## src/cea_map.svh

```systemverilog
// named constants of the execution anomaly block: offsets, field positions, reset values
// assumes inclusion by bare name from every file that needs the figures
`ifndef CEA_MAP_SVH
`define CEA_MAP_SVH

`define CEA_AW          20
`define CEA_ADDR_RST    20'h00000
`define CEA_PUSH_A_DEC  20'h00004
`define CEA_PUSH_W_DEC  20'h00002
`define CEA_CALL_PC_OFS 20'h00002
`define CEA_BIT_OPC_LEN 20'h00002
`define CEA_REG_PC      4'h0
`define CEA_REG_SP      4'h1
`define CEA_FLAG_C      0
`define CEA_FLAG_Z      1
`define CEA_FLAG_N      2
`define CEA_FLAG_V      3
`define CEA_FLAGS_RST   4'h0
`define CEA_TR_AW       4
`define CEA_TR_DEPTH    16
`define CEA_PTR_RST     4'h0

`endif

```

## src/cea_pkg.sv

```systemverilog
// types shared by the execution anomaly block: instruction classes, modes, run state
// assumes the decoder upstream already sorts each instruction into one class
package cea_pkg;

  typedef enum logic [3:0] {
    cea_op_nop                 = 4'h0,
    cea_op_stack_store_addr_ext = 4'h1,
    cea_op_stack_store_word    = 4'h2,
    cea_op_subroutine_jump_20bit = 4'h3,
    cea_op_branch_cond         = 4'h4,
    cea_op_rotate_shift_multi  = 4'h5,
    cea_op_bit_test            = 4'h6,
    cea_op_other               = 4'h7
  } cea_op_e;

  typedef enum logic [2:0] {
    cea_md_register = 3'h0,
    cea_md_indexed  = 3'h1,
    cea_md_symbolic = 3'h2,
    cea_md_absolute = 3'h3,
    cea_md_indirect = 3'h4,
    cea_md_ind_inc  = 3'h5,
    cea_md_immed    = 3'h6
  } cea_mode_e;

  typedef enum logic [1:0] {
    cea_st_run  = 2'b01,
    cea_st_halt = 2'b10
  } cea_st_e;

endpackage

```

## src/cea_trace_mem.sv

```systemverilog
// trace state storage: one write port, one read port with registered read data
// assumes a single clock and that writes and reads may fall in the same cycle
`include "cea_map.svh"
`timescale 1ns/10ps
module cea_trace_mem (
  input  wire logic                    mclk,
  input  wire logic                    rstn,
  input  wire logic                    wr_en,
  input  wire logic [`CEA_TR_AW-1:0]   wr_addr,
  input  wire logic [`CEA_AW-1:0]      wr_data,
  input  wire logic [`CEA_TR_AW-1:0]   rd_addr,
  output logic      [`CEA_AW-1:0]      rd_data_r
);

  logic [`CEA_AW-1:0] mem [`CEA_TR_DEPTH];

  // storage array, no reset needed
  always_ff @(posedge mclk) begin
    if (wr_en) begin
      mem[wr_addr] <= wr_data;
    end
  end

  // read data always from a flop
  always_ff @(posedge mclk or negedge rstn) begin
    if (!rstn) begin
      rd_data_r <= `CEA_ADDR_RST;
    end else begin
      rd_data_r <= mem[rd_addr];
    end
  end

endmodule

```

## src/cea_exec.sv

```systemverilog
// bug-compatible execution of the anomalous instruction cases plus the trace recorder
// assumes one retired instruction per ins_valid pulse, with operands valid alongside it
// Functional notes
// - push addr @sp+ loads sp from stack word
// - call via program counter saves return minus two
// - sp-indexed call after memory push: index unsigned
// - register/immediate push or other base: sign-extended
// - untaken branch then rotate on pc halts
// - bit @rx,pc omits opcode bytes, sets flags
// - trace records wrong sequence in branch loops
// - loop exit traces loop head as next
`include "cea_map.svh"
`timescale 1ns/10ps
module cea_exec #(
  parameter bit ANOM_SP_PUSH  = 1'b1,
  parameter bit ANOM_CALL_PC  = 1'b1,
  parameter bit ANOM_CALL_IDX = 1'b1,
  parameter bit ANOM_ROT_HALT = 1'b1,
  parameter bit ANOM_BIT_PC   = 1'b1,
  parameter bit ANOM_TRACE    = 1'b1
) (
  input  wire logic                    mclk,
  input  wire logic                    rstn,
  input  wire logic                    ins_valid,
  input  wire cea_pkg::cea_op_e        ins_op,
  input  wire cea_pkg::cea_mode_e      ins_mode,
  input  wire logic [3:0]              ins_src,
  input  wire logic [3:0]              ins_dst,
  input  wire logic                    ins_byte,
  input  wire logic [`CEA_AW-1:0]      ins_pc,
  input  wire logic [`CEA_AW-1:0]      ins_next_pc,
  input  wire logic [15:0]             ins_index,
  input  wire logic [`CEA_AW-1:0]      ins_target,
  input  wire logic                    cond_true,
  input  wire logic [`CEA_AW-1:0]      src_val,
  input  wire logic [`CEA_AW-1:0]      sp_val,
  input  wire logic [`CEA_AW-1:0]      sp_word,
  input  wire logic [`CEA_AW-1:0]      base_val,
  input  wire logic [15:0]             bit_src,
  input  wire logic [`CEA_TR_AW-1:0]   trace_rd_addr,
  output logic                         sp_wr_r,
  output logic [`CEA_AW-1:0]           sp_data_r,
  output logic                         push_wr_r,
  output logic [`CEA_AW-1:0]           push_data_r,
  output logic                         call_wr_r,
  output logic [`CEA_AW-1:0]           call_ea_r,
  output logic                         flags_wr_r,
  output logic [3:0]                   flags_r,
  output logic                         halted_r,
  output logic [`CEA_TR_AW-1:0]        trace_ptr_r,
  output logic [`CEA_AW-1:0]           trace_rd_data_r
);

  cea_pkg::cea_st_e st_r;
  logic             prev_nt_r;
  logic             prev_mstore_r;
  logic             loop_exit_r;
  logic [`CEA_AW-1:0] loop_head_r;

  // instruction class decode
  wire run_ok    = ins_valid && (st_r == cea_pkg::cea_st_run);
  wire is_pusha  = ins_op == cea_pkg::cea_op_stack_store_addr_ext;
  wire is_pushw  = ins_op == cea_pkg::cea_op_stack_store_word;
  wire is_call   = ins_op == cea_pkg::cea_op_subroutine_jump_20bit;
  wire is_br     = ins_op == cea_pkg::cea_op_branch_cond;
  wire is_rot    = ins_op == cea_pkg::cea_op_rotate_shift_multi;
  wire is_bit    = ins_op == cea_pkg::cea_op_bit_test;
  wire dst_pc    = ins_dst == `CEA_REG_PC;
  wire dst_sp    = ins_dst == `CEA_REG_SP;
  wire mem_mode  = (ins_mode == cea_pkg::cea_md_absolute) ||
                   (ins_mode == cea_pkg::cea_md_symbolic) ||
                   (ins_mode == cea_pkg::cea_md_indexed)  ||
                   (ins_mode == cea_pkg::cea_md_indirect) ||
                   (ins_mode == cea_pkg::cea_md_ind_inc);

  // stack store: normal decrement or stack word taken as new sp
  wire sp_self   = is_pusha && (ins_mode == cea_pkg::cea_md_ind_inc) &&
                   (ins_src == `CEA_REG_SP);
  wire [`CEA_AW-1:0] push_dec = is_pusha ? `CEA_PUSH_A_DEC : `CEA_PUSH_W_DEC;
  wire [`CEA_AW-1:0] sp_store = (ANOM_SP_PUSH && sp_self) ? sp_word
                                                          : sp_val - push_dec;

  // 20-bit call: return address and indexed effective address
  wire call_pc   = is_call && (ins_mode == cea_pkg::cea_md_register) && dst_pc;
  wire [`CEA_AW-1:0] ret_addr = (ANOM_CALL_PC && call_pc)
                                ? ins_next_pc - `CEA_CALL_PC_OFS
                                : ins_next_pc;
  wire idx_bad   = ANOM_CALL_IDX && dst_sp && prev_mstore_r;
  wire [`CEA_AW-1:0] idx_ext  = idx_bad ? {4'h0, ins_index}
                                        : {{4{ins_index[15]}}, ins_index};
  wire [`CEA_AW-1:0] idx_base = dst_sp ? sp_val : base_val;
  wire [`CEA_AW-1:0] call_ea  = (ins_mode == cea_pkg::cea_md_indexed)
                                ? idx_base + idx_ext
                                : (call_pc ? ins_next_pc : src_val);

  // bit test with pc destination: pc seen without its opcode bytes
  wire bit_pc    = is_bit && (ins_mode == cea_pkg::cea_md_indirect) && dst_pc;
  wire [`CEA_AW-1:0] pc_opnd  = (ANOM_BIT_PC && bit_pc) ? ins_pc
                                                        : ins_pc + `CEA_BIT_OPC_LEN;
  wire [15:0] bit_res  = bit_src & pc_opnd[15:0];
  wire        bit_zero = ins_byte ? (bit_res[7:0] == 8'h00) : (bit_res == 16'h0000);
  wire        bit_neg  = ins_byte ? bit_res[7] : bit_res[15];
  wire [3:0]  bit_flags;
  assign bit_flags[`CEA_FLAG_C] = ~bit_zero;
  assign bit_flags[`CEA_FLAG_Z] = bit_zero;
  assign bit_flags[`CEA_FLAG_N] = bit_neg;
  assign bit_flags[`CEA_FLAG_V] = 1'b0;

  // halt on rotate of pc straight after an untaken branch
  wire halt_hit  = ANOM_ROT_HALT && is_rot && dst_pc && prev_nt_r;

  // trace entry: loop head shown in place of the real next instruction
  wire br_nt     = is_br && !cond_true;
  wire tr_we     = run_ok;
  wire [`CEA_AW-1:0] tr_wdata = (ANOM_TRACE && loop_exit_r) ? loop_head_r
                                                            : ins_pc;

  // run/halt state, halt holds until reset
  always_ff @(posedge mclk or negedge rstn) begin
    if (!rstn) begin
      st_r <= cea_pkg::cea_st_run;
    end else begin
      unique case (st_r)
        cea_pkg::cea_st_run: begin
          if (run_ok && halt_hit) begin
            st_r <= cea_pkg::cea_st_halt;
          end
        end
        cea_pkg::cea_st_halt: begin
          st_r <= cea_pkg::cea_st_halt;
        end
      endcase
    end
  end

  // memory of the previous retired instruction; any nop between clears it
  always_ff @(posedge mclk or negedge rstn) begin
    if (!rstn) begin
      prev_nt_r     <= 1'b0;
      prev_mstore_r <= 1'b0;
      loop_exit_r   <= 1'b0;
      loop_head_r   <= `CEA_ADDR_RST;
    end else if (run_ok) begin
      prev_nt_r     <= br_nt;
      prev_mstore_r <= (is_pusha || is_pushw) && mem_mode;
      loop_exit_r   <= br_nt && (ins_target < ins_pc);
      loop_head_r   <= ins_target;
    end
  end

  // stack and call outputs
  always_ff @(posedge mclk or negedge rstn) begin
    if (!rstn) begin
      sp_wr_r     <= 1'b0;
      sp_data_r   <= `CEA_ADDR_RST;
      push_wr_r   <= 1'b0;
      push_data_r <= `CEA_ADDR_RST;
      call_wr_r   <= 1'b0;
      call_ea_r   <= `CEA_ADDR_RST;
    end else begin
      sp_wr_r     <= run_ok && (is_pusha || is_pushw || is_call);
      sp_data_r   <= is_call ? sp_val - `CEA_PUSH_A_DEC : sp_store;
      push_wr_r   <= run_ok && (is_pusha || is_pushw || is_call);
      push_data_r <= is_call ? ret_addr : (sp_self ? sp_word : src_val);
      call_wr_r   <= run_ok && is_call;
      call_ea_r   <= call_ea;
    end
  end

  // flag update, halt indication and trace pointer
  always_ff @(posedge mclk or negedge rstn) begin
    if (!rstn) begin
      flags_wr_r  <= 1'b0;
      flags_r     <= `CEA_FLAGS_RST;
      halted_r    <= 1'b0;
      trace_ptr_r <= `CEA_PTR_RST;
    end else begin
      flags_wr_r  <= run_ok && is_bit;
      flags_r     <= (run_ok && is_bit) ? bit_flags : flags_r;
      halted_r    <= (st_r == cea_pkg::cea_st_halt) || (run_ok && halt_hit);
      trace_ptr_r <= tr_we ? trace_ptr_r + 4'h1 : trace_ptr_r;
    end
  end

  // trace state storage
  cea_trace_mem u_trace (
    .mclk      (mclk),
    .rstn      (rstn),
    .wr_en     (tr_we),
    .wr_addr   (trace_ptr_r),
    .wr_data   (tr_wdata),
    .rd_addr   (trace_rd_addr),
    .rd_data_r (trace_rd_data_r)
  );
endmodule

```

## config.mk

```make
export PLATFORM = sky130hd
export DESIGN_NAME = cea_exec
export DESIGN_NICKNAME = d
export VERILOG_FILES = /design/src/cea_pkg.sv /design/src/cea_trace_mem.sv /design/src/cea_exec.sv
export VERILOG_INCLUDE_DIRS = /design/src
export SDC_FILE = /design/constraint.sdc
export NUM_CORES = 1
export LEC_CHECK = 0
export BUFFER_PORTS_ARGS = -buffer_cell sky130_fd_sc_hd__buf_4
export CORE_UTILIZATION = 45
export DETAILED_ROUTE_END_ITERATION = 8
export GPL_ROUTABILITY_DRIVEN = 0
export GPL_TIMING_DRIVEN = 0
export PLACE_DENSITY = 0.63
export SYNTH_ARGS = -nofsm -noshare
export SYNTH_HDL_FRONTEND = slang
export SYNTH_HIERARCHICAL = 1
export SYNTH_SLANG_ARGS = --single-unit
```

## constraint.sdc

```tcl
create_clock -name mclk -period 4.9 [get_ports mclk]
set_clock_uncertainty 0.05 [all_clocks]
set_input_delay 0.245 -clock mclk [delete_from_list [all_inputs] [get_ports mclk]]
set_output_delay 0.245 -clock mclk [all_outputs]
set_load 0.005 [all_outputs]
```

==> metrics.cfg <==
[outcome]
status = completed

[pwr]
p_switching_mw = 2.02
p_total_mw = 8.72
irDropWorstVdd_mv = 0.232
power_frac_seq = 0.463
comb_power_share = 0.108
clockPowerShare = 0.429
powerDensity_nw_per_um2 = 335
p_sw_frac = 0.231
p_int_mw = 6.70
leakagePower_nw = 10.1

[detailed_routing]
routed_via_density = 5.66
detail-route-antenna-nets = 0
firstDrtPassIters = 7
finalWirelength_um = 58200
vias = 14400
drt_iter0_markers = 1216
drc = 0
avgRoutedWirePerCell_um = 22.9

[min_path]
hp-class = in2reg
min_path_cells = 3

[setup_path]
crit_arrival_ns = 4.89
cp.depth = 14
crit_path_end_kind = flip-flop
cp_top_family = compound AO/OA/AOI/OAI gates
cp_slowest_cell = a2111oi_1
r2r_cells = 8
cp_max_fo = 10
start_kind = primary input
cp_num_buf_inv = 3
crit_required_ns = 5.30
crit_type = in2reg
worstPathCellList = buf_4, nor4b_2, clkbuf_1, clkbuf_2, mux2_2, ha_1, a211oi_1, o21ai_1, a2111oi_1, nor3_1, or3_1, a31oi_1, xor2_1, mux2i_1
crit_path_max_incr_delay_ns = 0.69

[sta]
finalCritPeriodShare = 0.916
final_max_slew_viol_count = 0
relSlewSlack = 0.177
fin_crit_ns = 4.49
clock.fmax_mhz = 223
hold_viol = 0
rsz0062_at_grt = no
worstMarginPinSlew_ns = 1.23
hold_ws_ns = 0.0236
setup_violations = 0

[floorplan]
dieArea_um2 = 45000
die_y_um = 212
ios = 289
rows = 76
die_w_um = 212
initial_core_util = 0.459
core_um2 = 43300

[synth]
ys.flop_type = edfxtp_1
synthTopCellsByCount = edfxtp_1 (320), nand2_1 (202), dfrtp_1 (115)
syn_area_per_cell_um2 = 13.9
synth.top_cell.area_share = 0.484
syn_nets = 1673
synth_warnings = 6
synthCells = 1431
synth_area_leaders = edfxtp_1 (48%), dfrtp_1 (14%), mux4_2 (7.3%)
yosys.area.top_type = edfxtp_1
yosysSeqAreaShare = 0.630
yosysMostFrequentCell = edfxtp_1
synth_cell_types = 79
netlist_area_um2 = 19900
synth-edff-count = 320
ys_seq_elements = 436
async_flop_share = 0.266

[final_layout]
final_area_um2 = 26000
regArea_um2 = 12500
syn2layout_area_growth_pct = 31.1
nFillCells = 3346
layout-drive-gt1-share = 0.269
multiInputGateArea_um2 = 6960
fin_nets = 2158

[clocking]
cts_tree = yes
cts_buffers = 46
clk_pin_slew_ns = 0.07
htree_levels = 2
cts_buffer_depth = 3
post-cts-setup-buffers = 0
cts.sinks = 436
clock_latency_ns = 0.59
clock-root-buffer = clkbuf_16

[place]
place_area_um2 = 23200
portBuffers = 282
dp_hpwl_um = 42200

[global_route]
grt_util_all_layers = 0.264
grt_max_degree = 77
grt_use_met1 = 0.353
grt_pass1_wl_um = 87000
use_met3 = 0.0499
use_met2 = 0.444
grt-ovfl-total = 0
grt_busiest_layer = met2
antenna_found_initial = 1
grt_pass1_vias = 14500

[job]
drv_cap = 0

-- sequential cells by signal, indices dropped and copies added, names as in the netlist --
| name | count |
|---|---|
| push_wr_r | 1 |
| call_wr_r | 1 |
| u_trace/mem | 320 |
| sp_data_r | 20 |
| call_ea_r | 20 |
| prev_mstore_r | 1 |
| loop_head_r | 20 |
| flags_r | 3 |
| halted_r | 1 |
| u_trace/rd_data_r | 20 |
| st_r | 2 |
| flags_wr_r | 1 |
| prev_nt_r | 1 |
| push_data_r | 20 |
| trace_ptr_r | 4 |
| loop_exit_r | 1 |
-- routing by layer --
metal | share of wire | wire length (um) | vias to the layer above
met3 | 0.076 | 4420 | 90
met5 | 0 | 0 | -
met1 | 0.41 | 23800 | 7195
met4 | 0.022 | 1300 | 0
met2 | 0.49 | 28600 | 644
li1 | - | - | 6432
-- cell families (layout without fill, tap and decap cells) --
logic type / count (synthesis) / after routing / synth area share
mux: 127 / 127 / 0.119
flops: 436 / 436 / 0.630
compound gates: 248 / 248 / 0.0793
simple gates: 424 / 424 / 0.0978
buf+inv: 100 / 622 / 0.0221
other cells: 1 / 2 / 0.000189
xor+xnor: 49 / 49 / 0.0216
fa+ha+maj: 46 / 46 / 0.0298
-- layout make-up --
class,count,share of cell area
well taps,585,0.0281
multi-input cells,895,0.267
diodes,1,0.0000962
inverters,37,0.00534
flip-flops and latches,436,0.481
plain buffers,63,0.0116
clock buffers,53,0.0468
clock inverters,32,0.0155
repair buffers,437,0.144
-- worst min-delay path: cells and delay by family --
kind                   cells  cell delay [ns]
buffers and inverters      1             0.12
XOR/XNOR                   1             0.12
AO/OA/AOI/OAI              1             0.11
-- cell usage in the layout (no fill, tap or decap), types with 11 or more instances in the layout --
cell type      count
a21o_1            11
a21oi_1           40
a22oi_1           44
a31oi_1           21
buf_4            304
buf_6             15
clkbuf_1          48
clkbuf_16         46
clkinv_2          13
dfrtp_1          115
dlygate4sd3_1    116
edfxtp_1         320
ha_1              44
inv_1             34
mux2_2            20
mux2i_1           25
mux4_1            16
mux4_2            64
nand2_1          202
nand3_1           14
nor2_1            88
nor2_2            12
nor3_1            20
o21ai_0           36
o21ai_1           40
or3_1             13
xnor2_1           31
xor2_1            18
-- metrics by stage --
| step | util | instances | TNS (ns) | setup WS, ns |
|---|---|---|---|---|
| after global placement | 0.525 | 2298 | -37.41 | -0.768 |
| after detailed placement | 0.537 | 2337 | -3.86 | -0.846 |
| after CTS | 0.601 | 2538 | 0 | 0.244 |
| after floorplan | - | 1431 | 0 | 0.723 |
| final | 0.601 | 2539 | 0 | 0.411 |
| after global routing | 0.601 | 2539 | 0 | 0.0722 |
-- final timing paths --
| kind | startpoint | to | slack (ns) |
|---|---|---|---|
| max | ins_dst[1] | call_ea_r[19] | 0.41 |
| min | sp_val[16] | sp_data_r[16] | 0.02 |
| max reg2reg | st_r[0] | u_trace/mem[8][13] | 1.25 |
| min reg2reg | loop_head_r[16] | loop_head_r[16] | 0.43 |
| max in group asynchronous | rstn | st_r[0] | 3.90 |
| min in group asynchronous | rstn | call_ea_r[3] | 0.11 |
-- power by group through the flow --
stage	sequential, mW	clock [mW]	combinational [mW]
after floorplan	4.12	0	0.396
after global placement	4.12	0	0.823
after detailed placement	4.12	0	0.849
after CTS	4.04	3.79	0.934
after global routing	4.04	3.94	1.01
final	4.04	3.74	0.941
-- what timing repair did --
action,CTS,global route
endpoints found under the setup margin,3,2
resized for setup,2,1
hold buffers,116,0
hold endpoints to repair,136,0
(Power assumes the default switching activity.)
